[src/include/flk_pkg.sv]
// shared constants for the flash lock and protection-register host controller
package flk_pkg;
   // clock and pin timing
   localparam int CLK_NS      = 8;
   localparam int T_WP_NS     = 70;   // least write-enable low time
   localparam int T_WPH_NS    = 30;   // least write-enable high time
   localparam int T_ACC_NS    = 70;   // read access time
   localparam int T_WP_CYC    = (T_WP_NS + CLK_NS - 1) / CLK_NS;
   localparam int T_WPH_CYC   = (T_WPH_NS + CLK_NS - 1) / CLK_NS;
   localparam int T_ACC_CYC   = (T_ACC_NS + CLK_NS - 1) / CLK_NS;
   localparam int SYNC_LAT    = 3;    // input synchroniser depth
   localparam int RD_WAIT_CYC = T_ACC_CYC + SYNC_LAT;

   // widths
   localparam int FA_W = 22;
   localparam int DQ_W = 16;

   // flash command codes
   localparam logic [15:0] CMD_LOCK_SETUP   = 16'h0060;
   localparam logic [15:0] CMD_LOCK_CFM     = 16'h0001;
   localparam logic [15:0] CMD_UNLOCK_CFM   = 16'h00D0;
   localparam logic [15:0] CMD_LOCKDOWN_CFM = 16'h002F;
   localparam logic [15:0] CMD_READ_ID      = 16'h0090;
   localparam logic [15:0] CMD_READ_ARRAY   = 16'h00FF;
   localparam logic [15:0] CMD_READ_STATUS  = 16'h0070;
   localparam logic [15:0] CMD_CLEAR_STATUS = 16'h0050;
   localparam logic [15:0] CMD_PROT_SETUP   = 16'h00C0;
   localparam logic [15:0] CMD_SUSPEND      = 16'h00B0;
   localparam logic [15:0] CMD_RESUME       = 16'h00D0;
   localparam logic [15:0] OTP_LOCK_DATA    = 16'hFFFD;

   // device map
   localparam logic [21:0] LOCK_STATE_OFS = 22'h000002;  // block_lock_state word offset
   localparam logic [21:0] PROT_FIRST     = 22'h000080;
   localparam logic [21:0] PROT_LAST      = 22'h000088;
   localparam logic [21:0] OTP_LOCK_ADDR  = 22'h000080;  // otp_lock_word address

   // device status and lock-state bit positions
   localparam int LOCK_ERROR_FLAG    = 1;
   localparam int SUPPLY_ERROR_FLAG  = 3;
   localparam int PROGRAM_ERROR_FLAG = 4;
   localparam int ERASE_ERROR_FLAG   = 5;
   localparam int ERASE_SUSP_FLAG    = 6;
   localparam int MACHINE_READY_FLAG = 7;
   localparam int LOCK_BIT_LINE      = 0;
   localparam int LOCKDOWN_BIT_LINE  = 1;

   // avalon register word indexes
   localparam logic [2:0] REG_CMD    = 3'h0;
   localparam logic [2:0] REG_ADDR   = 3'h1;
   localparam logic [2:0] REG_WDATA  = 3'h2;
   localparam logic [2:0] REG_PINS   = 3'h3;
   localparam logic [2:0] REG_STATUS = 3'h4;
   localparam logic [2:0] REG_RESULT = 3'h5;

   // register fields and reset values
   localparam int ST_BUSY    = 0;
   localparam int ST_REFUSED = 1;
   localparam int ST_SEQERR  = 2;
   localparam int ST_DEV_LSB = 8;
   localparam int PIN_WP     = 0;
   localparam int PIN_RST_N  = 1;
   localparam logic [1:0] PINS_RESET = 2'h2;

   // host operations
   localparam logic [3:0] OP_NONE      = 4'h0;
   localparam logic [3:0] OP_LOCK      = 4'h1;
   localparam logic [3:0] OP_UNLOCK    = 4'h2;
   localparam logic [3:0] OP_LOCKDOWN  = 4'h3;
   localparam logic [3:0] OP_READ_LOCK = 4'h4;
   localparam logic [3:0] OP_READ_PROT = 4'h5;
   localparam logic [3:0] OP_PROT_PROG = 4'h6;
   localparam logic [3:0] OP_OTP_LOCK  = 4'h7;
   localparam logic [3:0] OP_SUSPEND   = 4'h8;
   localparam logic [3:0] OP_RESUME    = 4'h9;
   localparam logic [3:0] OP_RD_STATUS = 4'hA;
   localparam logic [3:0] OP_CLR_STAT  = 4'hB;

   typedef enum logic [1:0] {K_END, K_WR, K_RD, K_POLL} flk_kind_t;
endpackage : flk_pkg

[src/core/flk_sync.sv]
// three-stage input synchroniser, value taken once stages two and three agree
module flk_sync #(
   parameter int W = 16
) (
   // system
   input  wire logic         sys_clk,
   input  wire logic         rst,
   // pins and result
   input  wire logic [W-1:0] pin_in,
   output logic      [W-1:0] pin_out
);
   logic [W-1:0] s1_r;
   logic [W-1:0] s2_r;
   logic [W-1:0] s3_r;
   logic [W-1:0] out_r;

   // per bit: first stage feeds only the second
   for (genvar i = 0; i < W; i++) begin : g_bit
      always_ff @(posedge sys_clk) begin
         if (rst) begin
            s1_r[i]  <= 1'b0;
            s2_r[i]  <= 1'b0;
            s3_r[i]  <= 1'b0;
            out_r[i] <= 1'b0;
         end else begin
            s1_r[i] <= pin_in[i];
            s2_r[i] <= s1_r[i];
            s3_r[i] <= s2_r[i];
            if (s2_r[i] == s3_r[i]) begin
               out_r[i] <= s3_r[i];
            end
         end
      end
   end

   assign pin_out = out_r;
endmodule : flk_sync

[src/core/flk_host.sv]
// host controller driving a parallel flash for block locking and protection register access
//
// Local design decision: register access over Avalon-MM.
module flk_host (
   // system
   input  wire logic        sys_clk,
   input  wire logic        rst,
   // avalon-mm slave
   input  wire logic [2:0]  avs_address,
   input  wire logic        avs_read,
   input  wire logic        avs_write,
   input  wire logic [31:0] avs_writedata,
   output logic      [31:0] avs_readdata,
   output logic             avs_waitrequest,
   // flash pins
   output logic      [21:0] flash_addr,
   output logic      [15:0] flash_dq_out,
   output logic             flash_dq_oe_n,
   input  wire logic [15:0] flash_dq_in,
   output logic             flash_ce_n,
   output logic             flash_oe_n,
   output logic             flash_we_n,
   output logic             flash_wp_n,
   output logic             flash_rst_n
);
   typedef enum logic [2:0] {S_IDLE, S_STEP, S_WR_SET, S_WR_PULSE, S_WR_HOLD, S_RD} flk_state_t;

   flk_state_t        state_r;
   flk_pkg::flk_kind_t seq_kind;
   logic [21:0] seq_addr;
   logic [15:0] seq_data;
   logic [3:0]  op_r;
   logic [2:0]  step_r;
   logic [4:0]  cnt_r;
   logic [21:0] addr_r;
   logic [15:0] wdata_r;
   logic [1:0]  pins_r;
   logic [7:0]  stat_r;
   logic [15:0] result_r;
   logic        refused_r;
   logic        wait_r;
   logic [31:0] rdata_r;
   logic [21:0] fa_r;
   logic [15:0] dq_r;
   logic        dq_oe_n_r;
   logic        ce_n_r;
   logic        oe_n_r;
   logic        we_n_r;
   logic [15:0] dq_sync;
   logic [15:0] prev_wr_r;
   logic        acc_wr;
   logic        start_req;
   logic        prot_out;
   logic        refuse;
   logic        seq_err;

   flk_sync #(.W(flk_pkg::DQ_W)) u_dq_sync (
      .sys_clk (sys_clk),
      .rst     (rst),
      .pin_in  (flash_dq_in),
      .pin_out (dq_sync)
   );

   // request decode; a command needs one wait cycle before it is taken
   assign acc_wr    = avs_write && !wait_r;
   assign start_req = acc_wr && (avs_address == flk_pkg::REG_CMD);
   assign prot_out  = (addr_r < flk_pkg::PROT_FIRST) || (addr_r > flk_pkg::PROT_LAST);
   assign refuse    = (state_r != S_IDLE) ||
                      ((avs_writedata[3:0] == flk_pkg::OP_PROT_PROG) && prot_out);
   assign seq_err   = stat_r[flk_pkg::PROGRAM_ERROR_FLAG] && stat_r[flk_pkg::ERASE_ERROR_FLAG] &&
                      stat_r[flk_pkg::MACHINE_READY_FLAG];

   // bus-cycle program of each operation
   always_comb begin
      seq_kind = flk_pkg::K_END;
      seq_addr = addr_r;
      seq_data = 16'h0000;
      case (op_r)
         flk_pkg::OP_LOCK, flk_pkg::OP_UNLOCK, flk_pkg::OP_LOCKDOWN: begin
            case (step_r)
               3'h0: begin
                  seq_kind = flk_pkg::K_WR;
                  seq_data = flk_pkg::CMD_LOCK_SETUP;
               end
               3'h1: begin
                  seq_kind = flk_pkg::K_WR;
                  seq_data = (op_r == flk_pkg::OP_LOCK)   ? flk_pkg::CMD_LOCK_CFM :
                             (op_r == flk_pkg::OP_UNLOCK) ? flk_pkg::CMD_UNLOCK_CFM :
                                                            flk_pkg::CMD_LOCKDOWN_CFM;
               end
               3'h2: begin
                  seq_kind = flk_pkg::K_WR;
                  seq_data = flk_pkg::CMD_READ_STATUS;
               end
               3'h3: seq_kind = flk_pkg::K_POLL;
               default: seq_kind = flk_pkg::K_END;
            endcase
         end
         flk_pkg::OP_READ_LOCK, flk_pkg::OP_READ_PROT: begin
            case (step_r)
               3'h0: begin
                  seq_kind = flk_pkg::K_WR;
                  seq_data = flk_pkg::CMD_READ_ID;
               end
               3'h1: begin
                  seq_kind = flk_pkg::K_RD;
                  if (op_r == flk_pkg::OP_READ_LOCK) begin
                     seq_addr = addr_r + flk_pkg::LOCK_STATE_OFS;
                  end
               end
               3'h2: begin
                  seq_kind = flk_pkg::K_WR;
                  seq_data = flk_pkg::CMD_READ_ARRAY;
               end
               default: seq_kind = flk_pkg::K_END;
            endcase
         end
         flk_pkg::OP_PROT_PROG, flk_pkg::OP_OTP_LOCK: begin
            if (op_r == flk_pkg::OP_OTP_LOCK) begin
               seq_addr = flk_pkg::OTP_LOCK_ADDR;
            end
            case (step_r)
               3'h0: begin
                  seq_kind = flk_pkg::K_WR;
                  seq_data = flk_pkg::CMD_PROT_SETUP;
               end
               3'h1: begin
                  seq_kind = flk_pkg::K_WR;
                  seq_data = (op_r == flk_pkg::OP_OTP_LOCK) ? flk_pkg::OTP_LOCK_DATA : wdata_r;
               end
               3'h2: seq_kind = flk_pkg::K_POLL;
               default: seq_kind = flk_pkg::K_END;
            endcase
         end
         flk_pkg::OP_SUSPEND, flk_pkg::OP_RD_STATUS: begin
            case (step_r)
               3'h0: begin
                  seq_kind = flk_pkg::K_WR;
                  seq_data = (op_r == flk_pkg::OP_SUSPEND) ? flk_pkg::CMD_SUSPEND : flk_pkg::CMD_READ_STATUS;
               end
               3'h1: begin
                  seq_kind = flk_pkg::K_WR;
                  seq_data = flk_pkg::CMD_READ_STATUS;
               end
               3'h2: seq_kind = flk_pkg::K_POLL;
               default: seq_kind = flk_pkg::K_END;
            endcase
         end
         flk_pkg::OP_RESUME, flk_pkg::OP_CLR_STAT: begin
            if (step_r == 3'h0) begin
               seq_kind = flk_pkg::K_WR;
               seq_data = (op_r == flk_pkg::OP_RESUME) ? flk_pkg::CMD_RESUME : flk_pkg::CMD_CLEAR_STATUS;
            end
         end
         default: seq_kind = flk_pkg::K_END;
      endcase
   end

   // sequencer and flash pin drive; dq is released before oe ever falls
   always_ff @(posedge sys_clk) begin
      if (rst) begin
         state_r   <= S_IDLE;
         op_r      <= flk_pkg::OP_NONE;
         step_r    <= 3'h0;
         cnt_r     <= 5'h00;
         fa_r      <= 22'h000000;
         dq_r      <= 16'h0000;
         dq_oe_n_r <= 1'b1;
         ce_n_r    <= 1'b1;
         oe_n_r    <= 1'b1;
         we_n_r    <= 1'b1;
         prev_wr_r <= 16'h0000;
         stat_r    <= 8'h00;
         result_r  <= 16'h0000;
      end else begin
         case (state_r)
            S_IDLE: begin
               if (start_req && !refuse) begin
                  op_r    <= avs_writedata[3:0];
                  step_r  <= 3'h0;
                  state_r <= S_STEP;
               end
            end
            S_STEP: begin
               cnt_r <= 5'h00;
               fa_r  <= seq_addr;
               case (seq_kind)
                  flk_pkg::K_WR: begin
                     dq_r      <= seq_data;
                     dq_oe_n_r <= 1'b0;
                     ce_n_r    <= 1'b0;
                     state_r   <= S_WR_SET;
                  end
                  flk_pkg::K_RD, flk_pkg::K_POLL: begin
                     ce_n_r  <= 1'b0;
                     oe_n_r  <= 1'b0;
                     state_r <= S_RD;
                  end
                  default: state_r <= S_IDLE;
               endcase
            end
            S_WR_SET: begin
               we_n_r  <= 1'b0;
               state_r <= S_WR_PULSE;
            end
            S_WR_PULSE: begin
               cnt_r <= cnt_r + 5'h01;
               if (cnt_r == 5'(flk_pkg::T_WP_CYC - 1)) begin
                  we_n_r  <= 1'b1;
                  cnt_r   <= 5'h00;
                  state_r <= S_WR_HOLD;
               end
            end
            S_WR_HOLD: begin
               cnt_r <= cnt_r + 5'h01;
               if (cnt_r == 5'(flk_pkg::T_WPH_CYC - 1)) begin
                  ce_n_r    <= 1'b1;
                  dq_oe_n_r <= 1'b1;
                  prev_wr_r <= dq_r;
                  step_r    <= step_r + 3'h1;
                  state_r   <= S_STEP;
               end
            end
            S_RD: begin
               cnt_r <= cnt_r + 5'h01;
               if (cnt_r == 5'(flk_pkg::RD_WAIT_CYC - 1)) begin
                  ce_n_r  <= 1'b1;
                  oe_n_r  <= 1'b1;
                  state_r <= S_STEP;
                  if (seq_kind == flk_pkg::K_POLL) begin
                     stat_r <= dq_sync[7:0];
                     // busy device: read status again at the same step
                     if (dq_sync[flk_pkg::MACHINE_READY_FLAG]) begin
                        step_r <= step_r + 3'h1;
                     end
                  end else begin
                     result_r <= dq_sync;
                     step_r   <= step_r + 3'h1;
                  end
               end
            end
            default: state_r <= S_IDLE;
         endcase
      end
   end

   // software registers; hardware refusal wins over a clear in the same cycle
   always_ff @(posedge sys_clk) begin
      if (rst) begin
         addr_r    <= 22'h000000;
         wdata_r   <= 16'h0000;
         pins_r    <= flk_pkg::PINS_RESET;
         refused_r <= 1'b0;
      end else begin
         if (acc_wr && avs_address == flk_pkg::REG_ADDR) begin
            addr_r <= avs_writedata[21:0];
         end
         if (acc_wr && avs_address == flk_pkg::REG_WDATA) begin
            wdata_r <= avs_writedata[15:0];
         end
         if (acc_wr && avs_address == flk_pkg::REG_PINS) begin
            pins_r <= avs_writedata[1:0];
         end
         if (start_req && refuse) begin
            refused_r <= 1'b1;
         end else if (acc_wr && avs_address == flk_pkg::REG_STATUS && avs_writedata[flk_pkg::ST_REFUSED]) begin
            refused_r <= 1'b0;
         end
      end
   end

   // avalon answer: one wait cycle, then data and release of waitrequest together
   always_ff @(posedge sys_clk) begin
      if (rst) begin
         wait_r  <= 1'b1;
         rdata_r <= 32'h00000000;
      end else if ((avs_read || avs_write) && wait_r) begin
         wait_r <= 1'b0;
         case (avs_address)
            flk_pkg::REG_ADDR:   rdata_r <= {10'h000, addr_r};
            flk_pkg::REG_WDATA:  rdata_r <= {16'h0000, wdata_r};
            flk_pkg::REG_PINS:   rdata_r <= {30'h00000000, pins_r};
            flk_pkg::REG_STATUS: rdata_r <= {16'h0000, stat_r, 5'h00, seq_err, refused_r, state_r != S_IDLE};
            flk_pkg::REG_RESULT: rdata_r <= {16'h0000, result_r};
            default:             rdata_r <= 32'h00000000;
         endcase
      end else begin
         wait_r <= 1'b1;
      end
   end

   assign avs_readdata    = rdata_r;
   assign avs_waitrequest = wait_r;
   assign flash_addr      = fa_r;
   assign flash_dq_out    = dq_r;
   assign flash_dq_oe_n   = dq_oe_n_r;
   assign flash_ce_n      = ce_n_r;
   assign flash_oe_n      = oe_n_r;
   assign flash_we_n      = we_n_r;
   assign flash_wp_n      = pins_r[flk_pkg::PIN_WP];
   assign flash_rst_n     = pins_r[flk_pkg::PIN_RST_N];
endmodule : flk_host

[config.mk]
export PLATFORM = sky130hd
export DESIGN_NAME = flk_host
export DESIGN_NICKNAME = d
export VERILOG_FILES = /design/src/include/flk_pkg.sv /design/src/core/flk_sync.sv /design/src/core/flk_host.sv
export SDC_FILE = /design/constraint.sdc
export NUM_CORES = 1
export LEC_CHECK = 0
export ABC_CLOCK_PERIOD_IN_PS = 2100
export BUFFER_PORTS_ARGS = -buffer_cell sky130_fd_sc_hd__buf_2
export CAP_MARGIN = 30
export CORE_ASPECT_RATIO = 0.7
export CORE_MARGIN = 2
export CORE_UTILIZATION = 45
export DETAILED_ROUTE_END_ITERATION = 8
export PLACE_DENSITY = 0.77
export SLEW_MARGIN = 15
export SYNTH_ARGS = -nofsm -noshare
export SYNTH_HDL_FRONTEND = slang
export SYNTH_SLANG_ARGS = --single-unit
[constraint.sdc]
create_clock -name sys_clk -period 2.1 [get_ports sys_clk]
set_input_delay 0.42 -clock sys_clk [delete_from_list [all_inputs] [get_ports sys_clk]]
set_output_delay 0.42 -clock sys_clk [all_outputs]
set_load 0.02 [all_outputs]
=== Word-level counts from Yosys, hierarchy flattened ===
Cells that the tools add are included.

* Mux-type cells: 48
* Bitwise gates (word level): 1
* Equality and inequality tests: 55
* Reductions and logical operators: 51
* Add/subtract/negate cells: 3
* Magnitude comparators: 2

{| class="wikitable"
|+ Operator list
! kind !! number
|-
| $pmux 22 s5 || 1
|-
| $pmux 16 s5 || 1
|-
| $mux 22 || 3
|-
| $pmux 22 s2 || 1
|-
| $mux 8 || 5
|-
| $pmux 16 s2 || 1
|-
| $pmux 8 s2 || 2
|-
| $mux 3 || 9
|-
| $pmux 8 s3 || 1
|-
| $add 22x2->22 const B || 1
|-
| $gt 22x8->1 const B || 1
|-
| $lt 22x8->1 const B || 1
|-
| $eq 4x3->1 const B || 5
|-
| $eq 3x2->1 const B || 6
|-
| $pmux 3 s6 || 1
|-
| $eq 1x1->1 || 16
|-
| $eq 4x4->1 const B || 4
|-
| $mux 16 || 1
|-
| $reduce_or 2->1 || 8
|-
| $pmux 5 s3 || 1
|-
| $ne 2x2->1 const B || 7
|-
| $logic_and 1x1->1 || 13
|-
| $eq 3x3->1 const B || 4
|-
| $pmux 2 s2 || 3
|-
| 29 further kinds || 64
|}

* Flip-flop bits (word level): 219
* Input bits: 55
* Output and inout port bits: 77
* Word-level logic and storage cells: 242

=== Longest topological paths before layout ===
Gate-level depths: netlist (run 1).

* Word-level depth: 8
* Mapped depth: 10
* Depth with buffers taken out: 8

=== Modules after synthesis ===
From an unflattened synthesis (run 1), not the netlist that was laid out.

* Cell total of the unflattened synthesis: 1049
* Area, all modules: 9195.1 µm²

{| class="wikitable"
|+ Modules (own cells, without submodules)
! module !! seq. area each (µm²) !! cells each !! area an instance (µm²) !! times used
|-
| flk_host || 2902.8 || 882 || 7144.4 || 1
|-
| flk_sync || 1281.2 || 167 || 2050.7 || 1
|}

=== Worst setup path before layout (run 1) ===
No wires, ideal clock.

* Path kind: reg2reg
* Start: register op_r[3]
* End: register fa_r[13] (netlist: flash_addr[13])
* Setup slack: -0.035 ns
* Path buffers: 1
* Clock period less this slack: 2.135 ns
* Arrival time: 2.003 ns
* Setup time: 0.132 ns
* Stages on the path, launching flop included: 10
* Required time: 1.968 ns
* Cells stage by stage: dfxtp_1 > inv_1 > ha_1 > or3b_1 > buf_6 > nor4_1 > nand3_1 > xnor2_1 > a221oi_1 > nor3_1

* Cells in the longest elaborated chain, start to end: 4
* Elaborated cells on any way between the ends: 10
* Classes of those cells: 4 x eq/ne; 4 x mux; 2 x reduce/logical

{| class="wikitable"
|+ Ends and longest elaborated chain
! element !! line !! RTL
|-
| start: declaration || flk_host.sv:32 || <nowiki>logic [3:0] op_r;</nowiki>
|-
| start signal: assignment || flk_host.sv:163 || <nowiki>op_r <= flk_pkg::OP_NONE;</nowiki>
|-
| start signal: assignment || flk_host.sv:179 || <nowiki>op_r <= avs_writedata[3:0];</nowiki>
|-
| $eq 4x3->1 || flk_host.sv:78, flk_host.sv:107 ||
|-
| $mux 22 || flk_host.sv:107 || <nowiki>if (op_r == flk_pkg::OP_READ_LOCK) begin</nowiki>
|-
| $mux 22 || flk_host.sv:100 || <nowiki>case (step_r)</nowiki>
|-
| $pmux 22 s2 * || flk_host.sv:78 || <nowiki>case (op_r)</nowiki>
|-
| end signal: assignment || flk_host.sv:186 || <nowiki>fa_r <= seq_addr;</nowiki>
|-
| end: declaration || flk_host.sv:43 || <nowiki>logic [21:0] fa_r;</nowiki>
|}

Mark *: on every way between the ends. The rest lies on a longest branch, timed or not.
A chain may end at the register's enable or synchronous reset.

=== Worst setup path in the final report (run 1) ===
* Start: register op_r[3]
* End: register fa_r[16] (netlist: flash_addr[16])

The elaborated chain is that of the path after synthesis.

==> summary.md, run 1 <==
| Metric | Value |
|---|---|
| Outcome | `complete, but fails checks` |
| Failing checks | `setup timing` |
| Post-Synth Simple-Gate Area | `22.3%` |
| Sw Share | `22.3%` |
| Final setup TNS | `-1.34 ns` |
| Largest net degree at the start of global routing | `89` |
| Worst Max-Slew Pin Slew | `~0.7 ns` |
| Final setup fails | `27` |
| Placer Congestion | `0.954` |
| Syn Area/Cell | `8.44 µm²` |
| ANT nets after route | `0` |
| Total CTS buffers | `21` |
| Num ports | `132` |
| Sequential Area | `0.00419 mm²` |
| Yosys reg bits | `209` |
| Clock latency on the worst-skew pair | `0.51 ns` |
| Fin crit share | `108%` |
| Vias in the first global route | `~7.6k` |
| Filler cell count | `~1.7k` |
| Crit-path cells | `inv_2, ha_4, or3b_4, buf_12, nor3_2, buf_4, nand3_2, xnor2_1, a221oi_1, nor3_1` |
| Ys async rst share | `0%` |
| Sink Count | `about 210` |
| CP Class | `flop to flop` |
| Inst Count DP | `1470` |
| Switching power | `1.82 mW` |
| HP Start | `flash_dq_in[14]` |
| Share of layout cells above drive strength 1 | `a little over a quarter` |
| N_diodes | `0` |
| Largest family of logic cells by synthesized area | `simple AND/OR/NAND/NOR gates` |
| Fraction of synthesized area in multiplexers | `5.32%` |
| Wire per inst | `17.5 µm` |
| Global-route total usage across every layer | `23.6%` |
| Cell Area, Synth | `0.00902 mm²` |
| Logic pwr share | `4.8%` |
| Die area | `0.0212 mm²` |
| Post-Place Worst Slack | `-0.152 ns` |
| Nets | `1305` |
| Initial core utilization | `45.7%` |
| Post-synthesis adder-cell area fraction | `1.66%` |
| CP Launch Point | `op_r[3]$_SDFFE_PP0P_` |
| CP Data Required Time | `2.47 ns` |
| P per Cell Area | `705 mW/mm²` |
| Area grow syn2layout | `27.7%` |
| Critical R2R Launch | `op_r[3]$_SDFFE_PP0P_` |
| Worst Hold Class | `input port to flop` |
| H-tree levels | `1` |
| Clock-pin transition on the worst setup and hold timing paths | `about 0.06 ns` |
| Core Area | `around 0.02 mm²` |
| RSZ-0062 raised after global routing | `true` |
| Final Max Tran Viols | `0` |
| Top_reg_cell synth | `dfxtp_1` |
| Std-Cell Rows | `43` |
| Slowest-stage cell, CP | `or3b_4` |
| Die width | `173 µm` |
| Final hold vios | `0` |
| Design area | `0.0115 mm²` |
| CTS tree | `yes` |
| WHS | `0.116 ns` |
| Placed Area | `0.0104 mm²` |
| VDD IR-drop max | `0.731 mV` |
| Pwr Total | `8.13 mW` |
| Lkg Pwr | `approximately 4.5 nW` |
| Post-synthesis compound-gate area fraction | `between 10% and 20%` |
| Clk buf depth | `3` |
| Core occupancy in the finished layout | `slightly below 60%` |
| Final WS setup | `-0.170 ns` |
| Crit-path max FO | `6` |
| Hold bufs inserted after CTS | `0` |
| Gr ovfl total | `0` |
| Vias | `between 8k and 9k` |
| DRT Pass-1 Iters | `5` |
| EDFF count, synth | `0` |
| Startpoint Class | `flop` |
| Non-filler instance count after layout | `1519` |
| Avg Vias per Cell | `5.62` |
| Internal power | `6.31 mW` |
| Worst Setup End Kind | `flop` |
| Area of the multi-input gates | `0.00473 mm²` |
| Initial drt markers | `between 900 and 1k` |
| Critical Path AT | `2.64 ns` |
| DPL Wire Length | `18500 µm` |
| Warning count from the yosys run | `0` |
| Max-slew headroom | `around 53%` |
| Final wirelength | `between 20000 and 30000 µm` |
| Fin crit period | `2.27 ns` |
| Sequential area share after synthesis | `46.4%` |
| Port bufs | `between 100 and 150` |
| Reg power frac | `49.9%` |
| DRC | `0` |
| Clock Skew | `0.0171 ns` |
| Antenna violations before repair | `0` |
| F_max | `440 MHz` |
| Clock root buffer | `clkbuf_16` |
| First-pass GRT wire length | `around 40000 µm` |
| Post-synth cell types | `74` |
| Clock group share of total power | `45.3%` |
| XOR/XNOR Fraction of Synth Area | `less than 1%` |
| Max-cap viol count | `0` |
| Mapped Cells | `1069` |
| Critical Path Max Stage Delay | `roughly 0.45 ns` |
| Die Ht | `122 µm` |
sequential cells by signal, indices dropped and copies added (netlist names), 16 cells and up:
register,cells
addr_r,22
avs_readdata,22
flash_addr,22
flash_dq_out,16
result_r,16
u_dq_sync.pin_out,16
u_dq_sync.s1_r,16
u_dq_sync.s2_r,16
u_dq_sync.s3_r,16
wdata_r,16
Yosys cell counts (5+ instances only):
master | number | area [µm²]
mux2i_1 | 39 | 390
nor2_1 | 84 | 315
xnor2_1 | 6 | 52.6
o21ai_0 | 48 | 240
a21oi_1 | 92 | 460
nor3_1 | 23 | 115
dfxtp_1 | 209 | 4180
mux2_2 | 8 | 90.1
buf_4 | 11 | 82.6
nor2b_1 | 57 | 357
inv_1 | 18 | 67.6
buf_2 | 6 | 30.0
nand4_1 | 11 | 68.8
a22oi_1 | 29 | 218
o21a_1 | 6 | 45.0
nor4_1 | 5 | 31.3
nand2_1 | 201 | 754
o211ai_1 | 14 | 105
a221oi_1 | 7 | 61.3
a311oi_1 | 6 | 52.6
ha_1 | 12 | 150
a31oi_1 | 6 | 37.5
a211oi_1 | 8 | 60.1
nand2b_1 | 6 | 37.5
o2bb2ai_1 | 5 | 43.8
clkbuf_1 | 57 | 214
nand3_1 | 19 | 95.1
worst paths after layout:
| kind | to | slack (ns) | cells past startpoint |
|---|---|---|---|
| max | flash_addr[16]$_SDFFE_PP0P_ | -0.17 | 10 |
| min | u_dq_sync.s1_r[14]$_SDFF_PP0_ | 0.12 | 2 |
| max reg2reg | flash_addr[16]$_SDFFE_PP0P_ | -0.17 | 10 |
| min reg2reg | u_dq_sync.s2_r[3]$_SDFF_PP0_ | 0.44 | 1 |
kinds of logic after synthesis:
kind of cell	Yosys count
other cells	1
buf+inv	100
xor+xnor	9
simple gates	433
flops	209
compound gates	258
fa+ha+maj	12
mux	47
power groups by stage:
stage               Sequential [mW]  Combinational (mW)  Clock, mW
floorplan                      4.14               0.227          0
global placement               4.14               0.370          0
detailed placement             4.14               0.375          0
CTS                            4.05               0.380       3.74
global route                   4.06               0.421       3.89
finish                         4.05               0.390       3.68
cells in the final DEF (no fill, tap or decap), drive strengths merged, types with 9 or more instances in the layout:
cell type / count
nor3: 25
a211oi: 9
nand4: 11
nand2: 201
buf: 219
conb: 10
dfxtp: 209
inv: 19
mux2i: 39
a22oi: 29
ha: 12
o211ai: 15
a21oi: 92
o21ai: 51
nor2b: 57
clkbuf: 29
nand3: 19
nor2: 84
per-layer routing:
layer  up-vias  global-route usage (%)  routed length [µm]
met5         -                       0                   0
met4         0                    7.04                 679
met3        56                    5.45                2840
met2       462                    35.7               11400
met1      3989                    33.7               11600
li1       4033                       -                   -
layout make-up:
type / count / share of cell area, %
clock buffers: 29 / 5.34
clock inverters: 5 / 0.467
flip-flops and latches: 209 / 36.4
multi-input cells: 769 / 41.0
repair buffers: 219 / 13.3
well taps: 270 / 2.93
inverters: 18 / 0.608
timing repair:
| action | 4_1_cts | 5_1_grt |
|---|---|---|
| setup buffers | 9 | 7 |
| endpoints found under the hold margin | 0 | 0 |
| pin swaps | 31 | 40 |
| gates cloned | 0 | 0 |
| setup endpoints to repair | 51 | 59 |
| gates resized for setup | 24 | 57 |
worst max-delay path, delay by kind of cell, from the launching register on:
family	cells	cell delay, ns
xor gates and xnor gates	1	0.16
buffers and inverters	3	0.42
adders and majority gates	1	0.12
DFF	1	0.33
and+or+nand+nor	4	0.81
AOI/OAI and AO/OA	1	0.31
Note: power is estimated with default switching activity, not from simulation.
==> run 2: changes to the inputs <==
- ABC_CLOCK_PERIOD_IN_PS: 2100 -> 2880
- PLACE_DENSITY: 0.77 -> 0.74
- clock period: 2.1 -> 2.88 ns (I/O delays scaled with it)
==> run 2 against run 1 <==
Effect of this change:
- the run now ends clean
- register-to-register slack gained 0.50 ns
- sequential share of layout area is 3.7 points higher
- global-route usage is 1.3 points lower
- die area did not move
- design area shrank 9.4%
- critical path type unchanged
- hold slack better by 0.17 ns
- final cell count is 5.3% lower
- critical path depth fell by 3
- clock power shrank 28%
- non-clock buffer count decreased by 86
- clock skew is 0.00092 ns higher
- combinational power down 34%
==> summary.md, run 2 (same netlist as run 1, synthesis figures left out) <==
| Metric | Value |
|---|---|
| Outcome | `complete, no violations` |
| Fin crit share | `88.5%` |
| Num ports | `~130` |
| Core Area | `0.0197 mm²` |
| Largest net degree at the start of global routing | `between 100 and 150` |
| Vias in the first global route | `about 7.0k` |
| Total CTS buffers | `21` |
| Clk buf depth | `3` |
| Critical Path Max Stage Delay | `between 0.5 and 0.6 ns` |
| Gr ovfl total | `0` |
| WP buf/inv | `1` |
| CP delay by family, top | `compound AO/OA/AOI/OAI gates` |
| Initial drt markers | `568` |
| Wire per inst | `roughly 17 µm` |
| Die width | `173 µm` |
| Lkg Pwr | `between 3 and 4 nW` |
| CP Data Required Time | `3.25 ns` |
| Final hold vios | `0` |
| Crit-path max FO | `8` |
| Final setup TNS | `0 ns` |
| Max-cap viol count | `0` |
| Design area | `0.0104 mm²` |
| DRT Pass-1 Iters | `5` |
| Avg Vias per Cell | `5.52` |
| First-pass GRT wire length | `about 38000 µm` |
| H-tree levels | `1` |
| ANT nets after route | `0` |
| Vias | `7938` |
| DPL Wire Length | `between 15000 and 20000 µm` |
| Worst Max-Slew Pin Slew | `0.804 ns` |
| CP Class | `flop to flop` |
| Clock latency on the worst-skew pair | `0.51 ns` |
| Placed Area | `about 0.01 mm²` |
| Fin crit period | `2.55 ns` |
| RSZ-0062 raised after global routing | `false` |
| Critical Path AT | `2.92 ns` |
| Max-slew headroom | `approximately 46%` |
| Final wirelength | `approximately 24000 µm` |
| DRC | `0` |
| Final setup fails | `0` |
| Clock-pin transition on the worst setup and hold timing paths | `0.07 ns` |
| Startpoint Class | `flop` |
| Postcts setup bufs | `0` |
| CTS tree | `yes` |
| Worst Hold Class | `input port to flop` |
| Final Max Tran Viols | `0` |
| Die Ht | `~120 µm` |
| Nets | `1219` |
| Crit-path cells | `inv_1, ha_1, or3b_1, o21ai_1, o211a_1, mux2i_1, nor2_1` |
| Sink Count | `209` |
| P per Cell Area | `roughly 560 mW/mm²` |
| Most frequent cells in the layout | `dfxtp_1, nand2_1, buf_2` |
| Std-Cell Rows | `43` |
| Initial core utilization | `between 40 and 50%` |
| Slowest-stage cell, CP | `or3b_1` |
| VDD IR-drop max | `about 0.5 mV` |
| Commonest non-fill, non-tap cell in the layout | `dfxtp_1` |
| Port bufs | `111` |
| Area grow syn2layout | `15.7%` |
| Global-route total usage across every layer | `22.4%` |
| Worst Setup End Kind | `flop` |
| Clock Skew | `0.0180 ns` |
| Placer Congestion | `0.943` |
| Antenna violations before repair | `2` |
| Clock root buffer | `clkbuf_16` |
| F_max | `392 MHz` |
| Share of layout cells above drive strength 1 | `16.7%` |
| Die area | `0.0212 mm²` |
==> run 2: cell types whose count changed in the layout (fill, tap and decap cells not counted), sizes merged <==
cell,delta
inv,+2
diode,+1
bufinv,-1
buf,-86
clkinvlp,+3
clkbuf,-1
clkinv,+1
==> run 2: through the flow <==
step / setup WS (ns) / utilization, % / hold WS [ns] / power [mW] / cells
2_1_floorplan: 0.745 / - / 0.414 / 3.18 / 1078
5_1_grt: 0.162 / 52.8 / 0.281 / 6.03 / 1437
6_report: 0.332 / 52.9 / 0.283 / 5.86 / 1438
3_5_place_dp: 0.305 / 49.4 / 0.422 / 3.28 / 1398
3_3_place_gp: 0.372 / 49.4 / 0.417 / 3.27 / 1398
4_1_cts: 0.292 / 52.8 / 0.270 / 5.90 / 1436
==> run 2: worst paths after layout <==
kind / cells past startpoint / end / slack [ns] / from
max: 7 / stat_r[3]$_SDFFE_PP0P_ / 0.33 / op_r[3]$_SDFFE_PP0P_
min reg2reg: 1 / u_dq_sync.s2_r[7]$_SDFF_PP0_ / 0.44 / u_dq_sync.s1_r[7]$_SDFF_PP0_
min: 2 / u_dq_sync.s1_r[13]$_SDFF_PP0_ / 0.28 / flash_dq_in[13]
max reg2reg: 7 / stat_r[3]$_SDFFE_PP0P_ / 0.33 / op_r[3]$_SDFFE_PP0P_
==> run 2: cell type report <==
type	count	area (µm²)
clock buffer	28	602
antenna	1	2.50
sequential	209	4180
inverter	18	67.6
tap	270	338
timing repair buffer	133	739
multi-input combinational	769	4440
clock inverter	10	68.8
fill	1843	9310
==> run 2: power breakdown <==
part	total [mW]	switching, mW	leakage, nW	internal [mW]
Clock	2.64	1.16	0.327	1.48
Combinational	0.258	0.175	1.86	0.0827
Sequential	2.96	0.0265	1.69	2.93
==> run 2: metal layers <==
metal  part of all wire (%)  GRT usage, %
met4                    1.6          4.40
met5                  0.054             0
met3                     11          6.44
met2                     41          32.4
met1                     47          33.0
==> run 2: repair_timing <==
action / CTS / global route
hold buffers: 0 / 0
gates resized for setup: 0 / 1
setup endpoints to repair: 0 / 2
